[config.mk]
export PLATFORM = sky130hd
export DESIGN_NAME = tmrv_top
export DESIGN_NICKNAME = d
export VERILOG_FILES = /design/src/logic/tmrv_pkg.sv /design/src/logic/tmrv_tick_if.sv /design/src/logic/tmrv_prescale.sv /design/src/logic/tmrv_top.sv
export SDC_FILE = /design/constraint.sdc
export NUM_CORES = 1
export LEC_CHECK = 0
export ABC_CLOCK_PERIOD_IN_PS = 4300
export BUFFER_PORTS_ARGS = -buffer_cell sky130_fd_sc_hd__buf_2
export CAP_MARGIN = 20
export CORE_MARGIN = 3
export CORE_UTILIZATION = 50
export DETAILED_ROUTE_END_ITERATION = 7
export PLACE_DENSITY = 0.78
export SLEW_MARGIN = 20
export SYNTH_ARGS = -nofsm -noshare
export SYNTH_HDL_FRONTEND = slang
export SYNTH_HIERARCHICAL = 1
export SYNTH_SLANG_ARGS = --single-unit
[constraint.sdc]
create_clock -name ref_clk -period 4.3 [get_ports ref_clk]
set_clock_uncertainty 0.05 [all_clocks]
set_input_delay 0.215 -clock ref_clk [delete_from_list [all_inputs] [get_ports ref_clk]]
set_output_delay 0.215 -clock ref_clk [all_outputs]
set_load 0.01 [all_outputs]
[src/logic/tmrv_pkg.sv]
// constants, field layout and types of the compare-match timer
package tmrv_pkg;
   // =====================================================================
   // register word indices on the bus
   localparam logic [2:0] TMRV_IDX_MAIN   = 3'h0;
   localparam logic [2:0] TMRV_IDX_CONSTA = 3'h1;
   localparam logic [2:0] TMRV_IDX_CONSTB = 3'h2;
   localparam logic [2:0] TMRV_IDX_COUNT  = 3'h3;
   localparam logic [2:0] TMRV_IDX_FLAGS  = 3'h4;
   localparam logic [2:0] TMRV_IDX_TRIG   = 3'h5;
   // =====================================================================
   // status register fields
   localparam int TMRV_FLAG_B_BIT    = 7;
   localparam int TMRV_FLAG_A_BIT    = 6;
   localparam int TMRV_WRAP_BIT      = 5;
   localparam int TMRV_ACT_B_LSB     = 2;
   localparam int TMRV_ACT_A_LSB     = 0;
   localparam logic [7:0] TMRV_FLAGS_RSV = 8'h10;
   // main control fields
   localparam int TMRV_IEN_LSB       = 5;  // b, a, wrap enables 7..5
   localparam int TMRV_CLR_LSB       = 3;
   localparam int TMRV_CKS_LSB       = 0;
   // trigger config fields
   localparam int TMRV_EDGE_LSB      = 3;
   localparam int TMRV_TRIGGER_START_ENABLE_BIT      = 2;
   localparam int TMRV_PAIR_BIT      = 0;
   localparam logic [7:0] TMRV_TRIG_RSV  = 8'he2;
   // =====================================================================
   // reset values
   localparam logic [7:0] TMRV_CONST_RST = 8'hff;
   localparam logic [7:0] TMRV_COUNT_RST = 8'h00;
   localparam logic [7:0] TMRV_COUNT_MAX = 8'hff;
   localparam logic [7:0] TMRV_REG_RST   = 8'h00;
   // =====================================================================
   // codes
   typedef enum logic [1:0] {
      TMRV_ACT_NONE, TMRV_ACT_LOW, TMRV_ACT_HIGH, TMRV_ACT_TOGGLE
   } tmrv_act_t;
   typedef enum logic [1:0] {
      TMRV_CLR_OFF, TMRV_CLR_MATCH_A, TMRV_CLR_MATCH_B, TMRV_CLR_PIN
   } tmrv_clr_t;
   localparam logic [1:0] TMRV_EDGE_RISE = 2'h1;
   localparam logic [1:0] TMRV_EDGE_FALL = 2'h2;
   localparam int TMRV_DIV_BITS = 7;      // phi/128 is the slowest tap
   typedef enum logic [1:0] {
      TMRV_BUS_IDLE, TMRV_BUS_DONE
   } tmrv_bus_t;
endpackage

[src/logic/tmrv_tick_if.sv]
// clock-select and count-tick signals between timer and prescaler
`timescale 1ns/10ps
interface tmrv_tick_if;
   logic [2:0] clk_sel;      // three-bit clock select field
   logic       pair_sel;     // picks the slower tap of each pair
   logic       ext_clk;      // synchronised external clock level
   logic       tick;         // one-cycle count pulse
   modport timer (output clk_sel, output pair_sel, output ext_clk,
                  input tick);
   modport presc (input clk_sel, input pair_sel, input ext_clk,
                  output tick);
endinterface

[src/logic/tmrv_prescale.sv]
// prescaler and count-tick generator
`timescale 1ns/10ps
module tmrv_prescale
   import tmrv_pkg::*;
(
   // clock and reset
   input  wire logic ref_clk,
   input  wire logic rst,
   // tick request and answer
   tmrv_tick_if.presc tk
);
   logic [TMRV_DIV_BITS-1:0] div_r;
   logic                     tap_prev_r;
   logic                     ext_prev_r;
   logic                     tap;
   logic                     ext_rise;
   logic                     ext_fall;

   // =====================================================================
   // free-running divider of the system clock
   always_ff @(posedge ref_clk) begin
      if (rst) begin
         div_r <= '0;
      end else begin
         div_r <= div_r + 1'b1;
      end
   end

   // pick the tap: code 001 gives phi/4 or phi/8, 011 phi/64 or phi/128
   always_comb begin
      tap = 1'b0;
      case (tk.clk_sel)
         3'h1: tap = tk.pair_sel ? div_r[2] : div_r[1];
         3'h2: tap = tk.pair_sel ? div_r[4] : div_r[3];
         3'h3: tap = tk.pair_sel ? div_r[6] : div_r[5];
         default: tap = 1'b0;
      endcase
   end

   // remember the previous tap and external levels for edge detection;
   // a switch from a high tap to a low one counts once, as on the part
   always_ff @(posedge ref_clk) begin
      if (rst) begin
         tap_prev_r <= 1'b0;
         ext_prev_r <= 1'b0;
      end else begin
         tap_prev_r <= tap;
         ext_prev_r <= tk.ext_clk;
      end
   end

   assign ext_rise = tk.ext_clk & ~ext_prev_r;
   assign ext_fall = ~tk.ext_clk & ext_prev_r;

   // tick on falling tap edge or the chosen external edge
   always_comb begin
      case (tk.clk_sel)
         3'h1, 3'h2, 3'h3: tk.tick = tap_prev_r & ~tap;
         3'h5:    tk.tick = ext_rise;
         3'h6:    tk.tick = ext_fall;
         3'h7:    tk.tick = ext_rise | ext_fall;
         default: tk.tick = 1'b0;          // clock input prohibited
      endcase
   end
endmodule

[src/logic/tmrv_top.sv]
// eight-bit compare-match timer with flags, pin actions and trigger
`timescale 1ns/10ps
module tmrv_top
   import tmrv_pkg::*;
(
   // clock and reset
   input  wire logic        ref_clk,
   input  wire logic        rst,
   // avalon-mm slave
   input  wire logic [2:0]  avs_address,
   input  wire logic        avs_read,
   input  wire logic        avs_write,
   input  wire logic [31:0] avs_writedata,
   output logic [31:0]      avs_readdata,
   output logic             avs_waitrequest,
   // pins
   input  wire logic        trigger_in_pin,
   input  wire logic        ext_clock_pin,
   input  wire logic        ext_reset_pin,
   output logic             waveform_out_pin,
   // interrupt requests: b, a, wrap
   output logic             match_b_irq,
   output logic             match_a_irq,
   output logic             wrap_irq
);
   // =====================================================================
   // declarations
   tmrv_tick_if tk ();

   tmrv_bus_t   bus_r;
   logic [31:0] rdata_r;
   logic [7:0]  main_r;
   logic [7:0]  const_a_r;
   logic [7:0]  const_b_r;
   logic [7:0]  count_r;
   logic [4:0]  trig_r;        // edge 4:3, enable 2, bit 0 pair select
   logic [1:0]  act_b_r;
   logic [1:0]  act_a_r;
   logic [2:0]  flag_r;        // index 2 b, 1 a, 0 wrap
   logic [2:0]  armed_r;       // flag was read as 1
   logic        wave_r;
   logic        run_r;
   logic [2:0]  sync1_r;
   logic [2:0]  sync2_r;
   logic [2:0]  sync3_r;
   logic [2:0]  irq_r;

   logic        wr_go;
   logic        rd_go;
   logic        wr_main;
   logic        wr_consta;
   logic        wr_constb;
   logic        wr_count;
   logic        wr_flags;
   logic        wr_trig;
   logic [7:0]  wdat;
   logic [7:0]  rsel;
   logic        hit;
   logic        match_a;
   logic        match_b;
   logic        pin_clear;
   logic        clear_ev;
   logic        wrap_ev;
   logic [2:0]  set_ev;
   logic        trg_rise;
   logic        trg_fall;
   logic        trg_edge;
   tmrv_clr_t   clr_mode;
   logic [1:0]  edge_sel;
   logic        any_tog;
   logic        any_hi;
   logic        any_lo;

   // =====================================================================
   // pin synchronisers: trigger 0, external clock 1, external reset 2
   genvar gp;
   generate
      for (gp = 0; gp < 3; gp++) begin : g_sync
         always_ff @(posedge ref_clk) begin
            if (rst) begin
               sync1_r[gp] <= 1'b0;
               sync2_r[gp] <= 1'b0;
               sync3_r[gp] <= 1'b0;
            end else begin
               sync1_r[gp] <= (gp == 0) ? trigger_in_pin :
                              (gp == 1) ? ext_clock_pin : ext_reset_pin;
               sync2_r[gp] <= sync1_r[gp];
               sync3_r[gp] <= sync2_r[gp];   // previous level for edges
            end
         end
      end
   endgenerate

   // =====================================================================
   // bus slave: one wait cycle, then the access completes
   assign avs_waitrequest = (avs_read | avs_write) & (bus_r == TMRV_BUS_IDLE);
   assign wr_go = avs_write & (bus_r == TMRV_BUS_DONE);
   assign rd_go = avs_read & (bus_r == TMRV_BUS_DONE);
   assign wdat  = avs_writedata[7:0];
   assign avs_readdata = rdata_r;

   // address decode of writes
   always_comb begin
      wr_main   = 1'b0;
      wr_consta = 1'b0;
      wr_constb = 1'b0;
      wr_count  = 1'b0;
      wr_flags  = 1'b0;
      wr_trig   = 1'b0;
      if (avs_address == TMRV_IDX_MAIN) begin
         wr_main = wr_go;
      end else if (avs_address == TMRV_IDX_CONSTA) begin
         wr_consta = wr_go;
      end else if (avs_address == TMRV_IDX_CONSTB) begin
         wr_constb = wr_go;
      end else if (avs_address == TMRV_IDX_COUNT) begin
         wr_count = wr_go;
      end else if (avs_address == TMRV_IDX_FLAGS) begin
         wr_flags = wr_go;
      end else if (avs_address == TMRV_IDX_TRIG) begin
         wr_trig = wr_go;
      end
   end

   // read mux; unmapped words read zero
   always_comb begin
      rsel = 8'h00;
      if (avs_address == TMRV_IDX_MAIN) begin
         rsel = main_r;
      end else if (avs_address == TMRV_IDX_CONSTA) begin
         rsel = const_a_r;
      end else if (avs_address == TMRV_IDX_CONSTB) begin
         rsel = const_b_r;
      end else if (avs_address == TMRV_IDX_COUNT) begin
         rsel = count_r;
      end else if (avs_address == TMRV_IDX_FLAGS) begin
         rsel = {flag_r, 1'b0, act_b_r, act_a_r} | TMRV_FLAGS_RSV;
      end else if (avs_address == TMRV_IDX_TRIG) begin
         rsel = {3'h0, trig_r} | TMRV_TRIG_RSV;
      end
   end

   // handshake state and registered read data
   always_ff @(posedge ref_clk) begin
      if (rst) begin
         bus_r   <= TMRV_BUS_IDLE;
         rdata_r <= 32'h0000_0000;
      end else if (bus_r == TMRV_BUS_IDLE) begin
         if (avs_read | avs_write) begin
            bus_r <= TMRV_BUS_DONE;
         end
         if (avs_read) begin
            rdata_r <= {24'h00_0000, rsel};
         end
      end else begin
         bus_r <= TMRV_BUS_IDLE;
      end
   end

   // =====================================================================
   // plain control registers
   always_ff @(posedge ref_clk) begin
      if (rst) begin
         main_r    <= TMRV_REG_RST;
         const_a_r <= TMRV_CONST_RST;
         const_b_r <= TMRV_CONST_RST;
         trig_r    <= TMRV_REG_RST[4:0];
         act_b_r   <= 2'h0;
         act_a_r   <= 2'h0;
      end else begin
         if (wr_main) main_r <= wdat;
         if (wr_consta) const_a_r <= wdat;
         if (wr_constb) const_b_r <= wdat;
         if (wr_trig) trig_r <= wdat[4:0];
         if (wr_flags) begin
            act_b_r <= wdat[TMRV_ACT_B_LSB +: 2];
            act_a_r <= wdat[TMRV_ACT_A_LSB +: 2];
         end
      end
   end

   assign clr_mode = tmrv_clr_t'(main_r[TMRV_CLR_LSB +: 2]);
   assign edge_sel = trig_r[TMRV_EDGE_LSB +: 2];

   // =====================================================================
   // prescaler
   assign tk.clk_sel  = main_r[TMRV_CKS_LSB +: 3];
   assign tk.pair_sel = trig_r[TMRV_PAIR_BIT];
   assign tk.ext_clk  = sync2_r[1];

   tmrv_prescale u_presc (
      .ref_clk (ref_clk),
      .rst     (rst),
      .tk      (tk)
   );

   // =====================================================================
   // compare events; a write to a constant suppresses its match
   assign hit     = tk.tick & run_r;
   assign match_a = hit & (count_r == const_a_r) & ~wr_consta;
   assign match_b = hit & (count_r == const_b_r) & ~wr_constb;
   assign pin_clear = sync2_r[2] & ~sync3_r[2];
   always_comb begin
      case (clr_mode)
         TMRV_CLR_MATCH_A: clear_ev = match_a;
         TMRV_CLR_MATCH_B: clear_ev = match_b;
         TMRV_CLR_PIN:     clear_ev = pin_clear;
         default:          clear_ev = 1'b0;
      endcase
   end
   assign wrap_ev = hit & (count_r == TMRV_COUNT_MAX) & ~clear_ev;
   assign set_ev  = {match_b, match_a, wrap_ev};

   // counter: clear beats a bus write, a bus write beats a count
   always_ff @(posedge ref_clk) begin
      if (rst) begin
         count_r <= TMRV_COUNT_RST;
      end else if (clear_ev) begin
         count_r <= TMRV_COUNT_RST;
      end else if (wr_count) begin
         count_r <= wdat;
      end else if (hit) begin
         count_r <= count_r + 8'h01;
      end
   end

   // =====================================================================
   // trigger edge and run control
   assign trg_rise = sync2_r[0] & ~sync3_r[0];
   assign trg_fall = ~sync2_r[0] & sync3_r[0];
   assign trg_edge = (edge_sel[0] & trg_rise) | (edge_sel[1] & trg_fall);

   // the counter parks after a clear only while trigger start is enabled
   always_ff @(posedge ref_clk) begin
      if (rst) begin
         run_r <= 1'b1;
      end else if (!trig_r[TMRV_TRIGGER_START_ENABLE_BIT]) begin
         run_r <= 1'b1;
      end else if (clear_ev) begin
         run_r <= 1'b0;
      end else if (trg_edge) begin
         run_r <= 1'b1;
      end
   end

   // =====================================================================
   // status flags: set wins over the read-then-write-0 clear
   genvar gf;
   generate
      for (gf = 0; gf < 3; gf++) begin : g_flag
         always_ff @(posedge ref_clk) begin
            if (rst) begin
               flag_r[gf]  <= 1'b0;
               armed_r[gf] <= 1'b0;
            end else begin
               if (set_ev[gf]) begin
                  flag_r[gf] <= 1'b1;
               end else if (wr_flags && !wdat[TMRV_WRAP_BIT + gf] &&
                            armed_r[gf]) begin
                  flag_r[gf] <= 1'b0;
               end
               // arm from the value the reader was shown: a flag set
               // during the wait cycle was read as 0 and stays armed-off
               if (rd_go && avs_address == TMRV_IDX_FLAGS) begin
                  armed_r[gf] <= rdata_r[TMRV_WRAP_BIT + gf];
               end else if (wr_flags) begin
                  armed_r[gf] <= 1'b0;       // one clear per read
               end
            end
         end
      end
   endgenerate

   // =====================================================================
   // interrupt requests, registered so they are glitch free
   always_ff @(posedge ref_clk) begin
      if (rst) begin
         irq_r <= 3'h0;
      end else begin
         irq_r <= flag_r & main_r[TMRV_IEN_LSB +: 3];
      end
   end
   assign match_b_irq = irq_r[2];
   assign match_a_irq = irq_r[1];
   assign wrap_irq    = irq_r[0];

   // =====================================================================
   // waveform pin: each match applies its own action, merged by priority
   always_comb begin
      any_tog = (match_a && act_a_r == TMRV_ACT_TOGGLE) ||
                (match_b && act_b_r == TMRV_ACT_TOGGLE);
      any_hi  = (match_a && act_a_r == TMRV_ACT_HIGH) ||
                (match_b && act_b_r == TMRV_ACT_HIGH);
      any_lo  = (match_a && act_a_r == TMRV_ACT_LOW) ||
                (match_b && act_b_r == TMRV_ACT_LOW);
   end

   always_ff @(posedge ref_clk) begin
      if (rst) begin
         wave_r <= 1'b0;
      end else if (any_tog) begin
         wave_r <= ~wave_r;
      end else if (any_hi) begin
         wave_r <= 1'b1;
      end else if (any_lo) begin
         wave_r <= 1'b0;
      end
   end
   assign waveform_out_pin = wave_r;
endmodule

Word level (Yosys, flattened, before mapping) --
Index checks and enable logic that the tools add are counted.
Operators by class: add/subtract/negate cells 2, equal/unequal tests 23, muxes and demuxes 50, bitwise logic cells 34, reduce and logical (&&, ||, !) cells 33
Operators with widths (number):
- 2-to-1 mux 8 bit | 8
- 2-to-1 mux 1 bit | 39
- bitwise AND 1 bit | 18
- equality test 8 bit | 2
- equality test 3 bit (second input constant) | 5
- logical AND 1 bit | 13
- equality test 2 bit (second input constant) | 6
- equality test 3 x 2 -> 1 bit (second input constant) | 4
- NOT 1 bit | 12
- nonzero test 2 bit | 6
- adder 8 x 1 -> 8 bit (second input constant) | 1
- equality test 8 bit (second input constant) | 1
- adder 7 x 1 -> 7 bit (second input constant) | 1
- equality test 2 x 1 -> 1 bit (second input constant) | 3
- equality test 3 x 1 -> 1 bit (second input constant) | 2
- one-hot mux 1 bit (3 select lines) | 2
- OR reduction 2 bit | 3
- one-hot mux 1 bit (4 select lines) | 1
- bitwise AND 3 bit | 1
- zero test 1 bit | 3
- zero test 3 bit | 1
- logical OR 1 bit | 3
- bitwise OR 1 bit | 3
- nonzero test 3 bit | 1
- 3 further kinds | 3
Storage, ports and cells: register bits 78, bits of input ports 42, output and inout port bits 37, logic and storage cells 171

Depth between registers and ports, before layout --
depth after elaboration 13, gate-level depth with buffers 10, depth with buffers taken out 10

Cells and area by module --
The synthesis kept the hierarchy.
By module, submodules not included:
- tmrv_top | instances 1, cells each 412, area an instance 3408.3 um2, sequential area each 1361.3 um2
- tmrv_prescale | instances 1, cells each 51, area an instance 454.2 um2, sequential area each 180.2 um2

Worst setup path before layout --
OpenSTA, ideal clock, no wires.
path type flip-flop to flip-flop, start register trig_r[0], end register run_r, library setup time 139 ps, arrival 1998 ps, required time 4111 ps, setup slack 2113 ps, cell stages (with the launch flop) 9, path buffers 0, period minus slack after synthesis 2187 ps, path through dfxtp_1 -> mux2i_1 -> o22ai_1 -> o32ai_1 -> nand2_1 -> a211oi_1 -> nand4b_1 -> a21boi_2 -> o211ai_1
On the way: word-level cells in the longest chain between the ends 10, elaborated cells between the ends (all ways) 15, those cells by class mux (7); bitwise (7); reduce/logical (1)
RTL lines:
- from (decl) | line tmrv_top.sv:36 | logic [4:0] trig_r;
- from (signal assigned) | line tmrv_top.sv:167 | trig_r <= TMRV_REG_RST[4:0];
- from (signal assigned) | line tmrv_top.sv:174 | if (wr_trig) trig_r <= wdat[4:0];
- 2-to-1 mux 1 bit, on equally long branches | line tmrv_prescale.sv:35, tmrv_prescale.sv:33, tmrv_prescale.sv:34
- one-hot mux 1 bit (3 select lines) (*) | line tmrv_prescale.sv:32 | case (tk.clk_sel)
- NOT 1 bit (*) | line tmrv_prescale.sv:58 | 3'h1, 3'h2, 3'h3: tk.tick = tap_prev_r & ~tap;
- bitwise AND 1 bit (*) | line tmrv_prescale.sv:58
- one-hot mux 1 bit (4 select lines) (*) | line tmrv_prescale.sv:57 | case (tk.clk_sel)
- named net tk.tick | line tmrv_tick_if.sv:7 | logic tick;
- bitwise AND 1 bit (*) | line tmrv_top.sv:199 | assign hit = tk.tick & run_r;
- bitwise AND 1 bit, on equally long branches (2 in series) | line tmrv_top.sv:201, tmrv_top.sv:200
- one-hot mux 1 bit (3 select lines) (*) | line tmrv_top.sv:204 | case (clr_mode)
- 2-to-1 mux 1 bit / nonzero test 2 bit (equally long branches)
- to (signal assigned) | line tmrv_top.sv:238 | run_r <= 1'b1;
- to (signal assigned) | line tmrv_top.sv:240 | run_r <= 1'b0;
- to (signal assigned) | line tmrv_top.sv:242 | run_r <= 1'b1;
- to (decl) | line tmrv_top.sv:42 | logic run_r;
Mark *: on every way through the listed nets, which the timed path passes. The rest lies on a longest branch. A chain may end at the register's enable or synchronous reset.

Worst setup path in the final report --
Same ends and word-level chain as after synthesis.

==> flow_summary.json <==
{
  "outcome": "complete, no violations",
  "synthArstFlopShare_pct": 0,
  "maxCapViolCount": 0,
  "cp-start-kind": "register",
  "gr-usage-all-layers_pct": 21.08,
  "syn-cell-area_sq_mm": 0.003862,
  "grt_first_pass_wirelength_microns": 14750,
  "grt_pass1_vias": 3002,
  "cp_max_fo": 10,
  "io_pins": 79,
  "finalCritPeriodShare_pct": 66.24,
  "avgSynthCellArea_sq_um": 8.342,
  "dp_hpwl_microns": 6322,
  "numCtsBuffers": 9,
  "cts_root_buf": "clkbuf_8",
  "synth-edff-count": 0,
  "cts_setup_buffers": 0,
  "num_antenna_cells": 0,
  "relSlewSlack_pct": 40.05,
  "portBuffers": 30,
  "drcViolationCount": 0,
  "vias": 3268,
  "yosys_warnings": 6,
  "ctsResizeCount": 0,
  "syn2layout_area_growth_pct": 6.349,
  "grt_max_degree": 47,
  "setup_tns_ns": 0,
  "nets": 524,
  "path_clk_slew_ns": 0.08,
  "drt_pass1_iterations": 5,
  "cts_hold_buf": 0,
  "via_per_inst": 5.615,
  "h-tree-depth": 3,
  "clk_path_buf_depth": 2,
  "p_per_area_mw_per_mm2": 330.0,
  "finalMaxSlewViolations": 0,
  "ys_seq_area_share_pct": 39.91,
  "rows": 31,
  "tightestPinTransition_ns": 0.8960,
  "ys.flop_type": "dfxtp_1",
  "yosysUniqueCellTypes": 55,
  "pre_cts_ws_ns": 1.460,
  "period_minus_slack_ns": 2.848,
  "dieArea_sq_mm": 0.008815,
  "worstPathRequired_ns": 4.45,
  "totalWireLength_microns": 8918,
  "leakage_nw": 1.676,
  "wl_per_cell_microns": 15.32,
  "gp_congestion": 0.9505,
  "cts.sinks": 77,
  "crit_arrival_ns": 3.00,
  "timing.fmax_mhz": 351.1,
  "yosys_register_bits": 77,
  "critPathKind": "register to register",
  "crit_path_end_kind": "register",
  "finalHoldViolations": 0,
  "antenna_found_initial": 0,
  "rsz0062_at_grt": "false",
  "globalRouteOverflowTotal": 0,
  "mostFrequentLayoutCells": "77 x dfxtp_1, 64 x nand2_1, 38 x nor2_1",
  "cts_tree": "yes",
  "core_sq_mm": 0.007370,
  "irDropWorstVdd_mv": 0.2050,
  "drive_gt1_share_pct": 11.80,
  "drtIter0Drc": 245,
  "layout_commonest_cell": "dfxtp_1",
  "setup_ws_ns": 1.452,
  "clock_latency_ns": 0.36,
  "drtAntennaViolNets": 0,
  "setup_viol": 0,
  "die_height_microns": 93.89,
  "hp-class": "input port to register",
  "dieWidth_microns": 93.89,
  "start_util_pct": 52.41,
  "synth_cells": 463
}
stage by stage:
step            power, W  hold slack, ns  utilization, %  cell area (sq um)  instances
2_1_floorplan  0.0008555          0.2890               -               3949        486
3_3_place_gp   0.0008739          0.3691           53.34               3931        566
4_1_cts         0.001360        0.009217           55.74               4108        582
5_1_grt         0.001406         0.02330           55.74               4108        582
6_report        0.001356         0.01393           55.74               4108        582
3_5_place_dp   0.0008761          0.3712           53.34               3931        566
Yosys cell counts (3+ instances only):
cell type	number	area share (%)
o2111ai_1	3	0.68
dfxtp_1	77	40
xnor2_1	7	1.6
o21ai_0	19	2.5
and3_1	5	0.81
and2_1	3	0.49
buf_2	5	0.65
nand3_1	26	3.4
o221ai_1	3	0.68
ha_1	4	1.3
a21oi_1	26	3.4
nor3_1	12	1.6
nand4_1	8	1.3
a22oi_1	4	0.78
nand2b_1	5	0.81
nor2_1	38	3.7
inv_1	10	0.97
nand3b_1	3	0.58
mux2i_1	25	6.5
o22ai_1	5	0.81
buf_4	24	4.7
nor2b_1	11	1.8
clkbuf_1	18	1.7
xor2_1	19	4.3
nand2_1	64	6.2
critical path, cell delays in order, from the launching register on:
cell and delay, ns:
dfxtp_1 0.47, mux2i_1 0.23, o22ai_1 0.12, o32ai_1 0.53
nand2_1 0.22, a211oi_1 0.26, nand4b_1 0.17, a21boi_2 0.49
o211ai_1 0.16
kinds of logic after synthesis:
logic type	after synthesis	share of synthesized area [%]
AND/OR/NAND/NOR	192	24.62
flip-flops	77	39.91
AO/OA/AOI/OAI	76	12.41
buffers and inverters	60	8.714
multiplexers	27	7.062
XOR/XNOR	26	5.896
adder cells (fa/ha/maj)	4	1.296
other	1	0.09709
layout make-up:
class	instances	area [sq um]
fillers	689	3262
multi-input cells	349	2071
flip-flops and latches	77	1541
repair buffers	31	157.7
clock buffers	10	137.6
well taps	99	123.9
clock inverters	6	38.79
inverters	10	37.54
where the power goes:
part	total, W	internal (W)	switching [W]	leakage (nW)
logic	0.000120	0.0000405	0.0000796	0.963
registers	0.000742	0.000729	0.0000134	0.625
clock network	0.000494	0.000223	0.000271	0.0880
flip-flops by register name, summed over array words and instances, names as in the netlist:
signal              flops
const_a_r               8
count_r                 8
tk.ext_clk              1
bus_r                   1
u_presc/tap_prev_r      1
main_r                  8
sync3_r                 2
trig_r                  4
u_presc/ext_prev_r      1
run_r                   1
act_a_r                 2
u_presc/div_r           7
avs_readdata            8
act_b_r                 2
waveform_out_pin        1
sync2_r                 2
flag_r                  3
armed_r                 3
irq_r                   3
sync1_r                 3
const_b_r               8
per-layer routing:
layer,wire [microns],up-vias,track usage [%],part of all wire (%)
met5,0,-,0,0
met4,213,0,8.303,2.4
met1,3981,1521,29.53,45
met2,3926,140,31.64,44
li1,-,1588,-,-
met3,797,19,4.407,8.9
final timing paths:
| kind | endpoint | start | slack, ns | depth (start not counted) |
|---|---|---|---|---|
| setup / recovery | run_r | trig_r[0] | 1.45 | 8 |
| hold / removal | sync1_r[1] | ext_clock_pin | 0.01 | 2 |
| setup reg to reg | run_r | trig_r[0] | 1.45 | 8 |
| hold reg to reg | sync2_r[2] | sync1_r[2] | 0.39 | 1 |
(Power assumes the default switching activity.)
